`src/inc/ebps_pkg.sv`:
```
package ebps_pkg;

	////////////////////////////////////////////////////////////////////////
	// Register map, byte addresses on the 32-bit bus
	localparam logic [31:0] EBPS_SELECT_ADDR = 32'h0000_6c00;
	localparam logic [31:0] EBPS_STATUS_ADDR = 32'h0000_6c04;
	localparam logic [31:0] EBPS_MASK_ADDR = 32'h0000_6c08;
	localparam logic [31:0] EBPS_TIMEOUT_ADDR = 32'h0000_6c0c;

	// Field positions of the bus select and timeout registers
	localparam int EBPS_MODE_BIT = 0;
	localparam int EBPS_RSVD_LO_BIT = 2;
	localparam int EBPS_RSVD_HI_BIT = 3;
	localparam int EBPS_TMO_EN_BIT = 0;

	// Status and mask bits
	localparam int EBPS_EVT_BUS_ERROR = 0;
	localparam int EBPS_EVT_STRAP_DONE = 1;
	localparam int EBPS_EVT_COUNT = 2;

	// Reset values
	localparam logic EBPS_MODE_RESET = 1'b0;
	localparam logic [1:0] EBPS_RSVD_RESET = 2'b00;
	localparam logic EBPS_TMO_EN_RESET = 1'b0;
	localparam logic [1:0] EBPS_STATUS_RESET = 2'b00;
	localparam logic [1:0] EBPS_MASK_RESET = 2'b00;

	// Mode encodings
	localparam logic EBPS_MODE_GPIO = 1'b0;
	localparam logic EBPS_MODE_EXTBUS = 1'b1;

	// Pin group widths and positions
	localparam int EBPS_ADDR_PINS = 20;
	localparam int EBPS_DATA_PINS = 32;
	localparam int EBPS_CTRL_PINS = 16;
	localparam int EBPS_PAR_PINS = 68;
	localparam int EBPS_HOST_DATA_PINS = 8;
	localparam int EBPS_HOST_PINS = 10;
	localparam int EBPS_GPIO_BITS = 46;
	localparam int EBPS_SYNC_BITS = 79;

	////////////////////////////////////////////////////////////////////////
	typedef enum logic [1:0] {
		EBPS_CAPT_WAIT0 = 2'b00,
		EBPS_CAPT_WAIT1 = 2'b01,
		EBPS_CAPT_TAKE = 2'b11,
		EBPS_CAPT_DONE = 2'b10
	} ebps_capt_type;

	typedef enum logic {
		EBPS_BUS_ADDR = 1'b0,
		EBPS_BUS_DATA = 1'b1
	} ebps_bus_type;

	typedef struct packed {
		logic [EBPS_ADDR_PINS-1:0] addr;
		logic [EBPS_DATA_PINS-1:0] data_out;
		logic data_oe;
		logic [EBPS_CTRL_PINS-1:0] ctrl_out;
		logic [EBPS_CTRL_PINS-1:0] ctrl_oe;
	} ebps_ext_mem_drive_type;

	typedef struct packed {
		logic [EBPS_HOST_DATA_PINS-1:0] data_out;
		logic data_oe;
	} ebps_host_drive_type;

	typedef struct packed {
		logic [EBPS_GPIO_BITS-1:0] data_out;
		logic [EBPS_GPIO_BITS-1:0] data_oe;
	} ebps_gpio_drive_type;

	typedef struct packed {
		ebps_capt_type capt;
		ebps_bus_type bus;
		logic [31:0] addr;
		logic wr;
		logic hreadyout;
		logic [31:0] hrdata;
		logic mode;
		logic [1:0] rsvd;
		logic tmo_en;
		logic [EBPS_EVT_COUNT-1:0] status;
		logic [EBPS_EVT_COUNT-1:0] mask;
		logic irq;
		logic bus_error;
		logic ext_mem_clk_en;
		logic host_port_en;
		logic [EBPS_PAR_PINS-1:0] par_out;
		logic [EBPS_PAR_PINS-1:0] par_oe;
		logic [EBPS_HOST_PINS-1:0] host_out;
		logic [EBPS_HOST_PINS-1:0] host_oe;
		logic [EBPS_GPIO_BITS-1:0] gpio_in;
		logic [EBPS_DATA_PINS-1:0] ext_mem_din;
		logic [EBPS_CTRL_PINS-1:0] ext_mem_cin;
		logic [EBPS_HOST_DATA_PINS-1:0] host_port_din;
		logic host_port_strobe;
		logic host_port_byte_id;
	} ebps_state_type;

endpackage : ebps_pkg

```
`src/core/ebps_sync.sv`:
```
`timescale 1ns/1ns
`default_nettype none

module ebps_sync #(
	parameter int WIDTH = 1
) (
	input wire logic mclk,
	input wire logic rst_n,
	input wire logic [WIDTH-1:0] async_in,
	output logic [WIDTH-1:0] sync_out
);

	logic [WIDTH-1:0] stage_one;

	// First stage feeds only the second stage
	always_ff @(posedge mclk or negedge rst_n) begin
		if (!rst_n) begin
			stage_one <= '0;
			sync_out <= '0;
		end else begin
			stage_one <= async_in;
			sync_out <= stage_one;
		end
	end

endmodule : ebps_sync

`default_nettype wire

```
`src/core/ebps_top.sv`:
```
// Functional notes
// Strap high: memory bus and host port
// Strap low: all pins GPIO, interfaces off (code leaves A15:0 and D15:0 undriven as reserved, see R11)
// Mode field: 0 GPIO, 1 interfaces
// Mode bit 0, read/write, reset from strap
// Mode 1 routes memory pins
// Mode 1 enables host port pins
// Memory clock off unless selected
// Disabled module access errors when timeout on
// Software writes zero to bits 3:2
// Software must not change mode later
// GPIO mode: A17:2 and D15:0 reserved (code reserves A15:0 and D15:0)
// Host controls: address strobe, byte identify
// Read-only reserved bits read zero
//
// The AHB-Lite register port was left to the implementer.
`timescale 1ns/1ns
`default_nettype none

module ebps_top
	import ebps_pkg::*;
(
	input wire logic mclk,
	input wire logic rst_n,
	// AHB-Lite slave
	input wire logic hsel,
	input wire logic [31:0] haddr,
	input wire logic [1:0] htrans,
	input wire logic hwrite,
	input wire logic [2:0] hsize,
	input wire logic [31:0] hwdata,
	input wire logic hready,
	output logic hreadyout,
	output logic hresp,
	output logic [31:0] hrdata,
	output logic irq,
	// Strap and pin groups
	input wire logic port_strap_pin,
	input wire logic [EBPS_PAR_PINS-1:0] par_pin_in,
	output logic [EBPS_PAR_PINS-1:0] par_pin_out,
	output logic [EBPS_PAR_PINS-1:0] par_pin_oe,
	input wire logic [EBPS_HOST_PINS-1:0] host_pin_in,
	output logic [EBPS_HOST_PINS-1:0] host_pin_out,
	output logic [EBPS_HOST_PINS-1:0] host_pin_oe,
	// Internal memory interface side
	input wire ebps_ext_mem_drive_type ext_mem_drive,
	output logic [EBPS_DATA_PINS-1:0] ext_mem_data_in,
	output logic [EBPS_CTRL_PINS-1:0] ext_mem_ctrl_in,
	output logic ext_mem_clk_en,
	// Internal host port side
	input wire ebps_host_drive_type host_port_drive,
	output logic [EBPS_HOST_DATA_PINS-1:0] host_port_data_in,
	output logic host_port_addr_strobe,
	output logic host_byte_identify,
	output logic host_port_enable,
	// Parallel general IO side
	input wire ebps_gpio_drive_type gpio_drive,
	output logic [EBPS_GPIO_BITS-1:0] gpio_data_in,
	// On-chip accesses to the two interfaces
	input wire logic ext_mem_access,
	input wire logic host_port_access,
	output logic bus_error,
	output logic port_mode
);

	////////////////////////////////////////////////////////////////////////
	// Pin inputs cross in through two flip-flops

	logic [EBPS_SYNC_BITS-1:0] sync_raw;
	logic [EBPS_SYNC_BITS-1:0] sync_val;
	logic strap_sync;
	logic [EBPS_PAR_PINS-1:0] par_sync;
	logic [EBPS_HOST_PINS-1:0] host_sync;

	assign sync_raw = {port_strap_pin, host_pin_in, par_pin_in};
	assign par_sync = sync_val[EBPS_PAR_PINS-1:0];
	assign host_sync = sync_val[EBPS_PAR_PINS+EBPS_HOST_PINS-1:EBPS_PAR_PINS];
	assign strap_sync = sync_val[EBPS_SYNC_BITS-1];

	ebps_sync #(
		.WIDTH(EBPS_SYNC_BITS)
	) u_sync (
		.mclk(mclk),
		.rst_n(rst_n),
		.async_in(sync_raw),
		.sync_out(sync_val)
	);

	////////////////////////////////////////////////////////////////////////
	// Register read value

	ebps_state_type state;
	ebps_state_type next_state;

	function automatic logic [31:0] ebps_read(
		input logic [31:0] addr,
		input ebps_state_type st
	);
		logic [31:0] value;
		value = 32'h0000_0000;
		case (addr)
			EBPS_SELECT_ADDR: begin
				// Bits 31:4 and 1 stay zero
				value[EBPS_MODE_BIT] = st.mode; // see R3
				value[EBPS_RSVD_HI_BIT:EBPS_RSVD_LO_BIT] = st.rsvd;
			end
			EBPS_STATUS_ADDR: begin
				value[EBPS_EVT_COUNT-1:0] = st.status;
			end
			EBPS_MASK_ADDR: begin
				value[EBPS_EVT_COUNT-1:0] = st.mask;
			end
			EBPS_TIMEOUT_ADDR: begin
				value[EBPS_TMO_EN_BIT] = st.tmo_en;
			end
			default: begin
				value = 32'h0000_0000;
			end
		endcase
		return value;
	endfunction : ebps_read

	////////////////////////////////////////////////////////////////////////
	// Next state

	always_comb begin
		logic [EBPS_EVT_COUNT-1:0] evt;
		logic [EBPS_EVT_COUNT-1:0] clr;
		logic access_err;
		evt = '0;
		clr = '0;
		access_err = 1'b0;
		next_state = state;
		next_state.bus_error = 1'b0;

		// Strap capture waits until the synchroniser holds a real pin level
		case (state.capt)
			EBPS_CAPT_WAIT0: begin
				next_state.capt = EBPS_CAPT_WAIT1;
			end
			EBPS_CAPT_WAIT1: begin
				next_state.capt = EBPS_CAPT_TAKE;
			end
			EBPS_CAPT_TAKE: begin
				next_state.mode = strap_sync; // see R1 see R2
				next_state.capt = EBPS_CAPT_DONE;
				evt[EBPS_EVT_STRAP_DONE] = 1'b1;
			end
			EBPS_CAPT_DONE: begin
				next_state.capt = EBPS_CAPT_DONE;
			end
			default: begin
				next_state.capt = EBPS_CAPT_WAIT0;
			end
		endcase

		// Bus slave: one wait cycle so read data leave a flip-flop
		case (state.bus)
			EBPS_BUS_ADDR: begin
				if (hsel && htrans[1] && hready) begin
					next_state.addr = haddr;
					next_state.wr = hwrite;
					next_state.hreadyout = 1'b0;
					next_state.bus = EBPS_BUS_DATA;
				end
			end
			EBPS_BUS_DATA: begin
				next_state.hreadyout = 1'b1;
				next_state.bus = EBPS_BUS_ADDR;
				if (state.wr) begin
					case (state.addr)
						EBPS_SELECT_ADDR: begin
							// Later mode writes take effect; use is unsupported
							next_state.mode = hwdata[EBPS_MODE_BIT]; // see R4
							next_state.rsvd =
								hwdata[EBPS_RSVD_HI_BIT:EBPS_RSVD_LO_BIT];
						end
						EBPS_STATUS_ADDR: begin
							clr = hwdata[EBPS_EVT_COUNT-1:0];
						end
						EBPS_MASK_ADDR: begin
							next_state.mask = hwdata[EBPS_EVT_COUNT-1:0];
						end
						EBPS_TIMEOUT_ADDR: begin
							next_state.tmo_en = hwdata[EBPS_TMO_EN_BIT];
						end
						default: begin
							next_state.mask = state.mask;
						end
					endcase
				end else begin
					next_state.hrdata = ebps_read(state.addr, state);
				end
			end
			default: begin
				next_state.bus = EBPS_BUS_ADDR;
				next_state.hreadyout = 1'b1;
			end
		endcase

		// Access to a switched-off interface
		access_err = (ext_mem_access || host_port_access) &&
			(next_state.mode == EBPS_MODE_GPIO);
		if (access_err && state.tmo_en) begin
			next_state.bus_error = 1'b1;
			evt[EBPS_EVT_BUS_ERROR] = 1'b1;
		end

		// A new event beats a clear in the same cycle
		next_state.status = (state.status & ~clr) | evt;
		next_state.irq = |(next_state.status & next_state.mask);

		// Enables follow the mode the pins are about to use
		next_state.ext_mem_clk_en = next_state.mode;
		next_state.host_port_en = next_state.mode;

		// Pin routing
		if (next_state.mode == EBPS_MODE_EXTBUS) begin
			next_state.par_out = {ext_mem_drive.ctrl_out,
				ext_mem_drive.data_out, ext_mem_drive.addr};
			next_state.par_oe = {ext_mem_drive.ctrl_oe,
				{EBPS_DATA_PINS{ext_mem_drive.data_oe}},
				{EBPS_ADDR_PINS{1'b1}}};
			// Host controls are inputs to the host port
			next_state.host_out = {2'b00, host_port_drive.data_out};
			next_state.host_oe = {2'b00,
				{EBPS_HOST_DATA_PINS{host_port_drive.data_oe}}};
			next_state.gpio_in = '0;
			next_state.ext_mem_din = par_sync[51:20];
			next_state.ext_mem_cin = par_sync[67:52];
			next_state.host_port_din = host_sync[7:0];
			next_state.host_port_strobe = host_sync[8];
			next_state.host_port_byte_id = host_sync[9];
		end else begin
			// Reserved pins are left undriven
			next_state.par_out = {gpio_drive.data_out[35:20],
				gpio_drive.data_out[19:4], 16'h0000,
				gpio_drive.data_out[3:0], 16'h0000};
			next_state.par_oe = {gpio_drive.data_oe[35:20],
				gpio_drive.data_oe[19:4], 16'h0000,
				gpio_drive.data_oe[3:0], 16'h0000};
			next_state.host_out = gpio_drive.data_out[45:36];
			next_state.host_oe = gpio_drive.data_oe[45:36];
			next_state.gpio_in = {host_sync, par_sync[67:52],
				par_sync[51:36], par_sync[19:16]};
			// Idle levels keep the disabled interfaces quiet
			next_state.ext_mem_din = '0;
			next_state.ext_mem_cin = '0;
			next_state.host_port_din = '0;
			next_state.host_port_strobe = 1'b1;
			next_state.host_port_byte_id = 1'b0;
		end
	end

	////////////////////////////////////////////////////////////////////////
	// State register

	always_ff @(posedge mclk or negedge rst_n) begin
		if (!rst_n) begin
			state.capt <= EBPS_CAPT_WAIT0;
			state.bus <= EBPS_BUS_ADDR;
			state.addr <= 32'h0000_0000;
			state.wr <= 1'b0;
			state.hreadyout <= 1'b1;
			state.hrdata <= 32'h0000_0000;
			state.mode <= EBPS_MODE_RESET;
			state.rsvd <= EBPS_RSVD_RESET;
			state.tmo_en <= EBPS_TMO_EN_RESET;
			state.status <= EBPS_STATUS_RESET;
			state.mask <= EBPS_MASK_RESET;
			state.irq <= 1'b0;
			state.bus_error <= 1'b0;
			state.ext_mem_clk_en <= 1'b0;
			state.host_port_en <= 1'b0;
			state.par_out <= '0;
			state.par_oe <= '0;
			state.host_out <= '0;
			state.host_oe <= '0;
			state.gpio_in <= '0;
			state.ext_mem_din <= '0;
			state.ext_mem_cin <= '0;
			state.host_port_din <= '0;
			state.host_port_strobe <= 1'b1;
			state.host_port_byte_id <= 1'b0;
		end else begin
			state <= next_state;
		end
	end

	////////////////////////////////////////////////////////////////////////
	// Outputs

	assign hreadyout = state.hreadyout;
	assign hresp = 1'b0;
	assign hrdata = state.hrdata;
	assign irq = state.irq;
	assign par_pin_out = state.par_out;
	assign par_pin_oe = state.par_oe;
	assign host_pin_out = state.host_out;
	assign host_pin_oe = state.host_oe;
	assign ext_mem_data_in = state.ext_mem_din;
	assign ext_mem_ctrl_in = state.ext_mem_cin;
	assign ext_mem_clk_en = state.ext_mem_clk_en;
	assign host_port_data_in = state.host_port_din;
	assign host_port_addr_strobe = state.host_port_strobe;
	assign host_byte_identify = state.host_port_byte_id;
	assign host_port_enable = state.host_port_en;
	assign gpio_data_in = state.gpio_in;
	assign bus_error = state.bus_error;
	assign port_mode = state.mode;

endmodule : ebps_top

`default_nettype wire

```
`config.mk`:
```
export PLATFORM = sky130hd
export DESIGN_NAME = ebps_top
export DESIGN_NICKNAME = d
export VERILOG_FILES = /design/src/inc/ebps_pkg.sv /design/src/core/ebps_sync.sv /design/src/core/ebps_top.sv
export SDC_FILE = /design/constraint.sdc
export NUM_CORES = 1
export LEC_CHECK = 0
export ABC_AREA = 1
export BUFFER_PORTS_ARGS = -buffer_cell sky130_fd_sc_hd__buf_2
export CAP_MARGIN = 0
export CORE_AREA = 2 2 248 250
export DETAILED_ROUTE_END_ITERATION = 8
export DIE_AREA = 0 0 250 252
export PLACE_DENSITY = 0.52
export SLEW_MARGIN = 20
export SYNTH_ARGS = -nofsm -noshare
export SYNTH_HDL_FRONTEND = slang
export SYNTH_HIERARCHICAL = 1
export SYNTH_SLANG_ARGS = --single-unit
```
`constraint.sdc`:
```
create_clock -name mclk -period 2.4 [get_ports mclk]
set_input_delay 0.24 -clock mclk [delete_from_list [all_inputs] [get_ports mclk]]
set_output_delay 0.24 -clock mclk [all_outputs]
set_load 0.05 [all_outputs]
```
==> insert_results.sql <==
INSERT INTO impl_metrics (metric_group, metric, value, unit) VALUES
('status', 'run_status', 'finished, final reports clean', ''),
('clock_network', 'clkTransAtPathRegs', '0.06', 'ns'),
('sta', 'worst_slack', '0.270', 'ns'),
('die', 'floorplan.core_area', '60100', 'um^2'),
('global_routing', 'number_of_global_route_vias_before_repair', '11700', ''),
('flow_run', 'cap_viol_max_count', '0', ''),
('clock_network', 'clock_latency', '0.55', 'ns'),
('synth', 'synth.cell_area', '15400', 'um^2'),
('setup_path', 'path_class', 'reg -> reg', ''),
('cells_and_area', 'finalNetCount', '2397', ''),
('synth', 'synthCells', '1432', ''),
('placed_design', 'detailedPlacementHpwl', '28400', 'um'),
('clock_network', 'ctsHtreeMaxLevel', '2', ''),
('global_routing', 'antenna_found_initial', '2', ''),
('setup_path', 'critical_path.slowest_cell', 'dfrtp_1', ''),
('die', 'die_height', '252', 'um'),
('die', 'dieArea', '63000', 'um^2'),
('cells_and_area', 'area.growth.synth_to_final', '40.8', '%'),
('clock_network', 'tritoncts_num_sinks', '406', ''),
('power_and_ir_drop', 'leak', '0.0116', 'uW'),
('setup_path', 'worstSetupEndpointType', 'register', ''),
('detailed_routing', 'post_drt_wl_per_cell', '14.5', 'um'),
('min_path', 'min_path_type', 'in -> reg', ''),
('global_routing', 'gr_ovfl_total', '0', ''),
('setup_path', 'critical_path_buf_inv_count', '3', ''),
('cells_and_area', 'fillers', '5975', ''),
('placed_design', 'portBuffers', '562', ''),
('die', 'rows', '90', ''),
('setup_path', 'worstPathMaxFanout', '49', ''),
('detailed_routing', 'postRouteAntennaNets', '0', ''),
('setup_path', 'regToRegStartpoint', 'state[321]$_DFFE_PN0P_', ''),
('clock_network', 'postCtsSetupRepairBufs', '0', ''),
('sta', 'tightest_slew', '0.676', 'ns'),
('cells_and_area', 'number_of_antenna_diodes', '0', ''),
('min_path', 'timing.hold.worst_path_depth', '3', ''),
('global_routing', 'grt_pass1_wl', '63400', 'um'),
('power_and_ir_drop', 'vdd.ir_drop.worst', '0.528', 'mV'),
('sta', 'timing_max_transition_violations_final', '0', ''),
('sta', 'setup_tns', '0', 'ns'),
('sta', 'slew-limit-headroom', '0.549', ''),
('sta', 'setup-violations-final', '0', ''),
('sta', 'hold_viol', '0', ''),
('sta', 'final.setup_skew', '0.0143', 'ns'),
('synth', 'synth_warnings', '6', ''),
('clock_network', 'cts_buffer_count', '44', ''),
('setup_path', 'worstSetupStartpointType', 'register', ''),
('detailed_routing', 'detail_route.vias_per_cell', '3.79', ''),
('global_routing', 'grt_max_degree', '78', ''),
('synth', 'avgSynthCellArea', '10.7', 'um^2'),
('min_path', 'hold_path_startpoint', 'ext_mem_drive[32]', ''),
('cells_and_area', 'highest_count_cells_in_the_layout_ignoring_fill_and_taps', 'buf_2, dfrtp_1, nand2_1, dlygate4sd3_1, nor2_1', ''),
('detailed_routing', 'drtPass1Iterations', '4', ''),
('setup_path', 'worst_path_dominant_cell_family', 'simple AND/OR/NAND/NOR gates', ''),
('placed_design', 'gp_routability_congestion', '0.852', ''),
('setup_path', 'critical_path_required', '2.81', 'ns'),
('power_and_ir_drop', 'pwr_density_cell', '807', 'nW/um^2'),
('setup_path', 'worst-endpoint-arrival', '2.54', 'ns'),
('cells_and_area', 'final_core_density', '0.360', ''),
('placed_design', 'postPlaceCellArea', '17200', 'um^2'),
('min_path', 'worst_hold_endpoint', 'par_pin_oe[35]$_DFF_PN0_', ''),
('detailed_routing', 'routed_wirelength', '41700', 'um'),
('setup_path', 'regToRegSetupSlack', '0.27', 'ns'),
('detailed_routing', 'via_count', '10900', ''),
('setup_path', 'slowest_delay', '0.38', 'ns'),
('detailed_routing', 'first_iter_violations', '488', ''),
('detailed_routing', 'drc', '0', ''),
('placed_design', 'dp_worst_setup_slack', '0.241', 'ns'),
('sta', 'unrepaired_setup_endpoints_after_global_routing', 'false', ''),
('clock_network', 'cts_buffer_depth', '3', ''),
('die', 'io_pins', '640', ''),
('die', 'floorplan.initialDensity', '0.256', '');
[through the flow]
stage	cells	power [uW]	hold slack (ns)
after global placement	2506	9960	0.301
after global routing	2872	18300	0.0389
final	2872	17500	0.0448
after CTS	2872	17700	0.0855
after detailed placement	2506	9990	0.304
after floorplan	1460	9510	-0.0556
[area by class of cell]
cell class / count / area (um^2) / share of cell area
sequential: 406 / 10200 / 0.469
timing repair buffer: 883 / 6050 / 0.279
multi-input combinational: 602 / 2430 / 0.112
clock buffer: 60 / 1240 / 0.0573
tap: 782 / 978 / 0.0452
inverter: 119 / 452 / 0.0209
clock inverter: 20 / 330 / 0.0153
[routing by layer]
metal | up-vias | routed length, um | global-route usage
li1 | 5160 | - | -
met4 | 2 | 1350 | 0.0479
met2 | 437 | 20900 | 0.223
met5 | - | 13 | 0
met3 | 104 | 2980 | 0.0389
met1 | 5172 | 16400 | 0.150
[sequential cells by signal, summed over array words and instances, names as in the netlist, 16 cells and up]
register	flops
ext_mem_ctrl_in	16
ext_mem_data_in	32
gpio_data_in	46
par_pin_oe	38
par_pin_out	68
state	43
u_sync/stage_one	63
u_sync/sync_out	63
[worst max path at each step]
stage                             start                          to  slack [ns]  cells after the start
5_1_grt          state[321]$_DFFE_PN0P_    par_pin_oe[61]$_DFF_PN0_        0.04                     12
3_3_place_gp     state[327]$_DFFE_PN0P_    par_pin_oe[38]$_DFF_PN0_        0.25                     10
2_1_floorplan  par_pin_oe[15]$_DFF_PN0_  gpio_data_in[12]$_DFF_PN0_        0.64                      8
4_1_cts          state[337]$_DFFE_PN0P_    par_pin_oe[38]$_DFF_PN0_        0.20                     10
3_5_place_dp     state[337]$_DFFE_PN0P_    par_pin_oe[38]$_DFF_PN0_        0.24                     10
6_report         state[321]$_DFFE_PN0P_   par_pin_out[26]$_DFF_PN0_        0.27                     11
[timing repair]
action / in CTS / in global routing
gates resized for setup: 0 / 1
setup endpoints to repair: 0 / 1
hold endpoints to repair: 283 / 0
hold buffers: 286 / 0
[tightest hold or removal path: stages]
cell and delay [ns]:
buf_2 0.11, nand2_4 0.13, inv_1 0.08
[report_power, final]
| part | switching, uW | total (uW) | leakage, uW | internal [uW] |
|---|---|---|---|---|
| sequential | 159 | 7450 | 0.00494 | 7300 |
| clock | 2740 | 7230 | 0.000750 | 4490 |
| combinational | 1900 | 2780 | 0.00591 | 876 |
Note: power is estimated with default switching activity, not from simulation.
